**src/logic/acg_pkg.sv**
```systemverilog
// constants and state types for the audio clock generator reference select
package acg_pkg;

  // ==========================================================================
  // bus and register map
  localparam int unsigned APB_AW = 18;
  localparam int unsigned APB_DW = 32;
  localparam int unsigned REG_W  = 16;
  // printed offset is a register index; the byte address is four times it
  localparam logic [15:0]       REF_SEL_INDEX = 16'hf026;
  localparam logic [APB_AW-1:0] REF_SEL_ADDR  = {REF_SEL_INDEX, 2'h0};
  localparam logic [REG_W-1:0]  REF_SEL_RESET = 16'h000e;

  // ==========================================================================
  // field layout
  localparam int unsigned EXT_BIT = 4;
  localparam int unsigned PIN_LSB = 0;
  localparam int unsigned PIN_W   = 4;
  localparam int unsigned STRB_LANE0 = 0;
  localparam logic        EXT_RESET  = REF_SEL_RESET[EXT_BIT];
  localparam logic [PIN_W-1:0] PIN_RESET = REF_SEL_RESET[PIN_LSB +: PIN_W];

  // ==========================================================================
  // reference pin codes
  localparam int unsigned      NUM_MP      = 10;
  localparam logic [PIN_W-1:0] PIN_MP0     = 4'h0;
  localparam logic [PIN_W-1:0] PIN_MP1     = 4'h1;
  localparam logic [PIN_W-1:0] PIN_MP2     = 4'h2;
  localparam logic [PIN_W-1:0] PIN_MP_LAST = 4'h9;
  localparam logic [PIN_W-1:0] PIN_SPDIF   = 4'he;

  // ==========================================================================
  // rate arithmetic
  localparam int unsigned   MULT_W  = 16;
  localparam int unsigned   DIV_W   = 17;
  localparam int unsigned   ACC_W   = 20;
  localparam logic [DIV_W-1:0] EXT_DIV = 17'h00400;

  // ==========================================================================
  // state of the top module
  typedef struct packed {
    logic                  pready;
    logic                  pslverr;
    logic [APB_DW-1:0]     prdata;
    logic                  ext_sel;
    logic [PIN_W-1:0]      pin_sel;
    logic                  last_ext;
    logic [PIN_W-1:0]      last_pin;
    logic                  ref_lvl;
    logic                  ref_ok;
    logic                  ref_edge;
  } acg_state_t;

endpackage : acg_pkg

```
**src/logic/acg_rate_acc.sv**
```systemverilog
// fractional rate accumulator: step per reference edge, tick per divisor
`timescale 1ns/1ps
`default_nettype none
module acg_rate_acc #(
  parameter int unsigned ACC_W  = 20,
  parameter int unsigned STEP_W = 16,
  parameter int unsigned DIV_W  = 17
) (
  // clock and reset
  input  wire logic              clk,
  input  wire logic              rst,
  // reference step
  input  wire logic              step_valid,
  input  wire logic [STEP_W-1:0] step,
  input  wire logic [DIV_W-1:0]  divisor,
  // base rate
  output logic                   tick
);

  typedef struct packed {
    logic [ACC_W-1:0] acc;
    logic             tick;
  } acg_acc_t;

  acg_acc_t st_q;
  acg_acc_t st_d;

  // ==========================================================================
  // next state
  // ratios above one drain one tick per cycle; reference edges are far slower
  // than the core clock, so the backlog clears long before the next edge
  always_comb
  begin
    logic [ACC_W:0] sum;
    sum = {1'b0, st_q.acc};
    st_d = st_q;
    st_d.tick = 1'b0;
    if (step_valid)
    begin
      sum = sum + (ACC_W+1)'(step);
    end
    if (sum[ACC_W])
    begin
      sum = {1'b0, {ACC_W{1'b1}}};
    end
    // a zero divisor stalls the output instead of dividing by nothing
    if ((divisor != '0) && (sum >= (ACC_W+1)'(divisor)))
    begin
      sum = sum - (ACC_W+1)'(divisor);
      st_d.tick = 1'b1;
    end
    st_d.acc = sum[ACC_W-1:0];
  end

  // ==========================================================================
  // state register
  always_ff @(posedge clk or posedge rst)
  begin
    if (rst)
    begin
      st_q <= '0;
    end
    else
    begin
      st_q <= st_d;
    end
  end

  assign tick = st_q.tick;

endmodule : acg_rate_acc
`default_nettype wire

```
**src/logic/acg_ref_select.sv**
```systemverilog
// reference select and base rate generator for audio clock generator three
//
// Local design decision: the APB register port.
`timescale 1ns/1ps
`default_nettype none
module acg_ref_select (
  // clock and reset
  input  wire logic                       CORE_CLK,
  input  wire logic                       RESET,
  // apb slave
  input  wire logic                       PSEL,
  input  wire logic                       PENABLE,
  input  wire logic                       PWRITE,
  input  wire logic [acg_pkg::APB_AW-1:0] PADDR,
  input  wire logic [acg_pkg::APB_DW-1:0] PWDATA,
  input  wire logic [3:0]                 PSTRB,
  output logic                            PREADY,
  output logic [acg_pkg::APB_DW-1:0]      PRDATA,
  output logic                            PSLVERR,
  // reference candidates
  input  wire logic                       PLL_REF_CLK,
  input  wire logic [acg_pkg::NUM_MP-1:0] MULTIPURPOSE_PIN_ANY,
  input  wire logic                       SPDIF_RATE_CLK,
  // generator ratio from the neighbouring registers
  input  wire logic [acg_pkg::MULT_W-1:0] NUMERATOR,
  input  wire logic [acg_pkg::MULT_W-1:0] DENOMINATOR,
  // status and base rate
  output logic                            EXT_REF_ACTIVE,
  output logic [acg_pkg::PIN_W-1:0]       REFERENCE_PIN_SELECT,
  output logic                            REF_LEVEL,
  output logic                            REF_VALID,
  output logic                            BASE_TICK
);

  acg_pkg::acg_state_t st_q;
  acg_pkg::acg_state_t st_d;

  logic                        addr_hit;
  logic                        wr_fire;
  logic                        sel_stable;
  logic                        ref_now;
  logic                        ref_ok_now;
  logic [acg_pkg::DIV_W-1:0]   divisor;
  logic [acg_pkg::REG_W-1:0]   reg_view;

  // ==========================================================================
  // register decode
  assign addr_hit = (PADDR == acg_pkg::REF_SEL_ADDR);
  assign wr_fire  = PSEL & PENABLE & st_q.pready & PWRITE & addr_hit
                  & PSTRB[acg_pkg::STRB_LANE0];
  assign sel_stable = (st_q.ext_sel == st_q.last_ext)
                    & (st_q.pin_sel == st_q.last_pin);

  // reserved bits read as zero and ignore writes
  always_comb
  begin
    reg_view = '0;
    reg_view[acg_pkg::EXT_BIT] = st_q.ext_sel;
    reg_view[acg_pkg::PIN_LSB +: acg_pkg::PIN_W] = st_q.pin_sel;
  end

  // ==========================================================================
  // reference mux
  always_comb
  begin
    ref_now    = 1'b0;
    ref_ok_now = 1'b1;
    if (!st_q.ext_sel)
    begin
      ref_now = PLL_REF_CLK;
    end
    else if (st_q.pin_sel <= acg_pkg::PIN_MP_LAST)
    begin
      ref_now = MULTIPURPOSE_PIN_ANY[st_q.pin_sel];
    end
    else if (st_q.pin_sel == acg_pkg::PIN_SPDIF)
    begin
      ref_now = SPDIF_RATE_CLK;
    end
    else
    begin
      ref_ok_now = 1'b0;
    end
  end

  // external reference divides by a fixed 1024, the pll path by M
  assign divisor = st_q.ext_sel ? acg_pkg::EXT_DIV
                                : {1'b0, DENOMINATOR};

  // ==========================================================================
  // next state
  always_comb
  begin
    st_d = st_q;
    // one wait state keeps every bus output straight from a flop
    st_d.pready  = PSEL & ~PENABLE;
    st_d.pslverr = PSEL & ~PENABLE & ~addr_hit;
    st_d.prdata  = '0;
    if (PSEL & ~PENABLE & ~PWRITE & addr_hit)
    begin
      st_d.prdata = acg_pkg::APB_DW'(reg_view);
    end
    if (wr_fire)
    begin
      st_d.ext_sel = PWDATA[acg_pkg::EXT_BIT];
      st_d.pin_sel = PWDATA[acg_pkg::PIN_LSB +: acg_pkg::PIN_W];
    end
    st_d.last_ext = st_q.ext_sel;
    st_d.last_pin = st_q.pin_sel;
    st_d.ref_lvl  = ref_now;
    st_d.ref_ok   = ref_ok_now;
    // a source switch swallows one edge so a level jump is not a false edge
    st_d.ref_edge = ref_now & ~st_q.ref_lvl & sel_stable;
  end

  // ==========================================================================
  // state register
  always_ff @(posedge CORE_CLK or posedge RESET)
  begin
    if (RESET)
    begin
      st_q         <= '0;
      st_q.ext_sel  <= acg_pkg::EXT_RESET;
      st_q.pin_sel  <= acg_pkg::PIN_RESET;
      st_q.last_ext <= acg_pkg::EXT_RESET;
      st_q.last_pin <= acg_pkg::PIN_RESET;
      st_q.ref_ok   <= 1'b1;
    end
    else
    begin
      st_q <= st_d;
    end
  end

  // ==========================================================================
  // base rate accumulator
  acg_rate_acc #(
    .ACC_W  (acg_pkg::ACC_W),
    .STEP_W (acg_pkg::MULT_W),
    .DIV_W  (acg_pkg::DIV_W)
  ) u_rate (
    .clk        (CORE_CLK),
    .rst        (RESET),
    .step_valid (st_q.ref_edge),
    .step       (NUMERATOR),
    .divisor    (divisor),
    .tick       (BASE_TICK)
  );

  // ==========================================================================
  // outputs
  assign PREADY               = st_q.pready;
  assign PRDATA               = st_q.prdata;
  assign PSLVERR              = st_q.pslverr;
  assign EXT_REF_ACTIVE       = st_q.ext_sel;
  assign REFERENCE_PIN_SELECT = st_q.pin_sel;
  assign REF_LEVEL            = st_q.ref_lvl;
  assign REF_VALID            = st_q.ref_ok;
endmodule : acg_ref_select
`default_nettype wire

```
**config.mk**
```make
export PLATFORM = sky130hd
export DESIGN_NAME = acg_ref_select
export DESIGN_NICKNAME = d
export VERILOG_FILES = /design/src/logic/acg_pkg.sv /design/src/logic/acg_rate_acc.sv /design/src/logic/acg_ref_select.sv
export SDC_FILE = /design/constraint.sdc
export NUM_CORES = 1
export LEC_CHECK = 0
export BUFFER_PORTS_ARGS = -buffer_cell sky130_fd_sc_hd__buf_2
export CAP_MARGIN = 20
export CORE_MARGIN = 1.5
export CORE_UTILIZATION = 30
export DETAILED_ROUTE_END_ITERATION = 16
export PLACE_DENSITY = 0.5
export SLEW_MARGIN = 20
export SYNTH_ARGS = -nofsm -noshare
export SYNTH_HDL_FRONTEND = slang
export SYNTH_HIERARCHICAL = 1
export SYNTH_SLANG_ARGS = --single-unit
export TNS_END_PERCENT = 5
```
**constraint.sdc**
```tcl
create_clock -name CORE_CLK -period 11.74 [get_ports CORE_CLK]
set_input_delay 2.348 -clock CORE_CLK [delete_from_list [all_inputs] [get_ports CORE_CLK]]
set_output_delay 2.348 -clock CORE_CLK [all_outputs]
set_load 0.02 [all_outputs]
```
==> results summary <==
The area growth from synthesis to layout came out at 12.6%. After filler insertion, the fill cell instance count of the layout stands at 1,527. In this run the remaining antenna-violating nets after routing total 0. The dominant register cell in the synthesized netlist is sky130_fd_sc_hd__dfrtp_1. The min-delay analysis places its worst path in the category flip-flop to flip-flop. The number of pins with negative max-slew slack in the final report came out at 0. In this run, synthesis inferred 0 flip-flops with an integrated enable.

The total number of vias came out at 3,598. TritonCTS built the clock tree. In this run the power density over the cells is 235 nW/um^2. The worst vdd rail ir drop came out at 0.0774 mV.

The mean number of vias per cell is 4.86. The run finished with clean final reports. The leakage power summed over all cells came out at 0.00235 uW.

The insertion delay of the later-clocked pin in the worst-skew pair came out at 290 ps. The switching part of the total power is 44.6%. The number of port buffers is 87. The utilization of the core after routing came out at 34.4%.

The number of instances resized during post-cts repair is 0. Counting I/O delays and the setup requirement, the final critical path takes 6800 ps. The share of layout cells above drive strength 1 came out at 27.8%. The number of buffers inserted during clock tree synthesis came out at 5. At the worst endpoint, the arrival time is 6970 ps. From left edge to right edge, the die measures 124 um.

For this run, the total global-route usage over all layers was measured as 13.6%. The number of global-route vias before repair is 3,642. The final-report setup violation count is 0. The worst clock skew on the final layout came out at 4.66 ps. The I/O pin count is 145. Counting flops and latches in the post-synthesis netlist gives 41. The kind of launch point of the worst setup path is an input port. The number of remaining DRC errors is 0. After the first detailed-routing iteration, the DRC count stood at 162. The total area of multi-input combinational cells came out at 3030 um^2. Counting flops with an async set or reset pin after synthesis yields a share of 100%. STA classifies the critical path endpoint as a flip-flop. The pin count of the biggest net entering global routing came out at 24. The clock root buffer master is sky130_fd_sc_hd__clkbuf_16. The first global-routing pass estimated 17,400 um of wire. The worst pin sits at a relative slew slack of 35.3%. The share of power burned in combinational logic came out at 69.9%. The maximum buffer depth of the clock tree came out at 2. The Yosys warning count is 6. Of the total power, the clock network draws 11.6%. The initial antenna violation count is 0.

The post-detailed-route wirelength per cell is 14.2 um. The height of the die came out at 124 um. The total of hold buffers inserted after clock tree synthesis came out at 0. The detailed-route wire length is 10,500 um. The post-route setup TNS is 0 ps.

The clock transition at the registers of the reported paths is 60 ps. The register share of total power came out at 18.5%. Summed over all nets, the half-perimeter wirelength after detailed placement is 8580 um. The data required time at the worst endpoint is 11,910 ps.

Max-cap violations in this run came to 0. The share of the Yosys chip area taken by registers is 23.4%. The final layout net count came out at 694.

The site row count came out at 44. Post-CTS timing repair inserted 0 buffers for setup. The area occupied by registers is 1030 um^2.

The maximum operating frequency is 147 MHz. The critical path in this run is classified as input port to flip-flop. The mean cell area of the mapped netlist is 9.12 um^2.

The number of different library cells in the post-synthesis netlist came out at 80. The actual transition at the worst max-transition pin came out at 961 ps. The post-synthesis cell count is 485. The number of sinks handled by clock tree synthesis is 41. The first-pass detailed-route iteration total is 4. The final-report hold violation count came out at 0. The floorplan die area came out at 15,500 um^2. The CTS H-tree depth is 2. The net switching power of the design is 521 uW. The weighted congestion reported at the end of routability-driven placement came out at 0.846. The final cycle utilization of the critical path is 57.9%. The internal power summed over all cells is 648 uW. The number of diodes added for antenna fixing came out at 0. The post-synthesis instance area came out at 4420 um^2.

The highest net fanout along the worst path is 19. Once the floorplan was initialized, standard cells occupied 30.5% of the core. The total overflow left after global routing is 0. Setup repair after global routing left no endpoint under its margin. The area inside the core boundary came out at 14,500 um^2.
-- layout make-up --
class / count / share of cell area (%)
Clock inverter: 2 / 0.301
Multi-Input combinational cell: 393 / 60.9
Tap cell: 184 / 4.62
Inverter: 28 / 2.11
Sequential cell: 41 / 20.8
Timing Repair Buffer: 87 / 8.74
Clock buffer: 6 / 2.59
-- through the flow --
step / cell area [um^2] / hold slack [ps] / setup slack, ps / instances / total power, uW
global route: 4980 / 446 / 4640 / 741 / 1270
CTS: 4980 / 437 / 4870 / 741 / 1170
global placement: 4840 / 421 / 4640 / 733 / 1020
floorplan: 4530 / 360 / 5350 / 513 / 884
finish: 4980 / 433 / 4940 / 741 / 1170
detailed placement: 4840 / 423 / 4610 / 733 / 1020
-- worst max-delay path: stages --
cell,delay [ps]
sky130_fd_sc_hd__buf_2,100
sky130_fd_sc_hd__ha_1,210
sky130_fd_sc_hd__fa_1,440
sky130_fd_sc_hd__a211oi_2,280
sky130_fd_sc_hd__o31ai_4,130
sky130_fd_sc_hd__o211ai_2,260
sky130_fd_sc_hd__a31oi_4,270
sky130_fd_sc_hd__a211o_1,410
sky130_fd_sc_hd__ha_1,310
sky130_fd_sc_hd__nor2b_1,150
sky130_fd_sc_hd__o211a_1,230
sky130_fd_sc_hd__o31ai_1,280
sky130_fd_sc_hd__nand2b_1,140
sky130_fd_sc_hd__a211oi_1,400
sky130_fd_sc_hd__o21a_1,280
sky130_fd_sc_hd__a31oi_4,310
sky130_fd_sc_hd__mux2_4,400
-- cells in the mapped netlist (all sizes together) (2+ instances only) --
cell type,instances,share of area (%)
a2111oi,2,0.96
a211o,14,2.8
a211oi,11,2.4
a21o,10,1.7
a21oi,26,3.1
a221oi,2,0.54
a311o,2,0.45
a31oi,5,1.4
and2,9,1.3
and3,3,0.54
and4b,2,0.45
buf,43,7.4
clkbuf,8,0.68
dfrtp,34,19
dfstp,7,4.2
fa,2,0.91
ha,33,9.3
inv,27,2.3
mux2,22,6.3
mux2i,7,1.7
nand2,21,1.8
nand2b,7,0.99
nand3,9,1.1
nand4,11,1.7
nor2,31,2.7
nor2b,28,4.0
nor3,4,0.45
nor4,8,1.6
nor4b,2,0.68
o21a,4,0.68
o21ai,17,1.9
o21bai,4,0.68
o22ai,2,0.28
o31ai,5,1.2
or2,5,0.71
or3,6,0.88
xnor2,22,4.4
xor2,9,1.8
-- cells by family after synthesis --
logic type | share of synthesized area [%]
simple gates | 19.6
mux | 8.46
other cells | 0.0848
buf+inv | 10.4
fa+ha+maj | 10.2
xor+xnor | 6.14
compound gates | 21.6
flops | 23.4
-- power groups by stage --
stage          Sequential (uW)  Combinational (uW)  Clock, uW
6_report                   217                 818        135
5_1_grt                    222                 904        147
4_1_cts                    216                 814        141
3_5_place_dp               219                 805          0
3_3_place_gp               219                 797          0
2_1_floorplan              207                 677          0
-- worst paths after layout --
check	start	to	slack (ps)	depth (start not counted)
min in group asynchronous	RESET	PREADY	2200	2
min	REFERENCE_PIN_SELECT[3]	st_q[6]	430	0
max in group asynchronous	RESET	u_rate/st_q[16]	9000	2
max	NUMERATOR[0]	u_rate/st_q[12]	4940	17
max reg2reg	st_q[0]	u_rate/st_q[12]	6360	14
min reg2reg	REFERENCE_PIN_SELECT[3]	st_q[6]	430	0
-- routing by layer --
metal	GRT usage (%)	vias up	part of all wire, %
li1	-	1833	-
met5	0	-	0
met4	3.04	0	0.81
met2	23.4	110	46
met1	17.3	1650	47
met3	3.18	5	6.2
-- state kept, by name (all words and copies together) (netlist names) --
signal,cells
st_q,6
PREADY,1
REF_VALID,1
PRDATA,5
u_rate/st_q,20
PSLVERR,1
REF_LEVEL,1
REFERENCE_PIN_SELECT,4
u_rate/tick,1
EXT_REF_ACTIVE,1
-- cells in the final DEF (no fill, tap or decap), types with 3 or more instances in the layout --
cell type | synthesis | layout
sky130_fd_sc_hd__dfrtp_1 | 34 | 34
sky130_fd_sc_hd__buf_2 | 5 | 87
sky130_fd_sc_hd__xnor2_1 | 22 | 22
sky130_fd_sc_hd__nor4_1 | 6 | 6
sky130_fd_sc_hd__nor3_1 | 4 | 4
sky130_fd_sc_hd__or3_1 | 5 | 5
sky130_fd_sc_hd__nand3_1 | 8 | 8
sky130_fd_sc_hd__and2_1 | 9 | 9
sky130_fd_sc_hd__mux2_4 | 8 | 8
sky130_fd_sc_hd__or2_2 | 4 | 4
sky130_fd_sc_hd__o21a_1 | 4 | 4
sky130_fd_sc_hd__clkbuf_16 | 0 | 5
sky130_fd_sc_hd__nor2b_1 | 28 | 28
sky130_fd_sc_hd__a31oi_1 | 3 | 3
sky130_fd_sc_hd__o21bai_1 | 4 | 4
sky130_fd_sc_hd__a211oi_1 | 8 | 8
sky130_fd_sc_hd__o21ai_0 | 15 | 15
sky130_fd_sc_hd__dfstp_2 | 7 | 7
sky130_fd_sc_hd__mux2_2 | 14 | 14
sky130_fd_sc_hd__ha_1 | 33 | 33
sky130_fd_sc_hd__mux2i_1 | 6 | 6
sky130_fd_sc_hd__inv_1 | 27 | 27
sky130_fd_sc_hd__xor2_1 | 9 | 9
sky130_fd_sc_hd__a21oi_1 | 24 | 24
sky130_fd_sc_hd__nand4_1 | 10 | 10
sky130_fd_sc_hd__o31ai_1 | 4 | 4
sky130_fd_sc_hd__nor2_1 | 30 | 30
sky130_fd_sc_hd__nand2_1 | 21 | 21
sky130_fd_sc_hd__a211o_1 | 14 | 14
sky130_fd_sc_hd__conb_1 | 1 | 29
sky130_fd_sc_hd__nand2b_1 | 7 | 7
sky130_fd_sc_hd__a21o_1 | 10 | 10
Power figures use the tool's default switching activity.
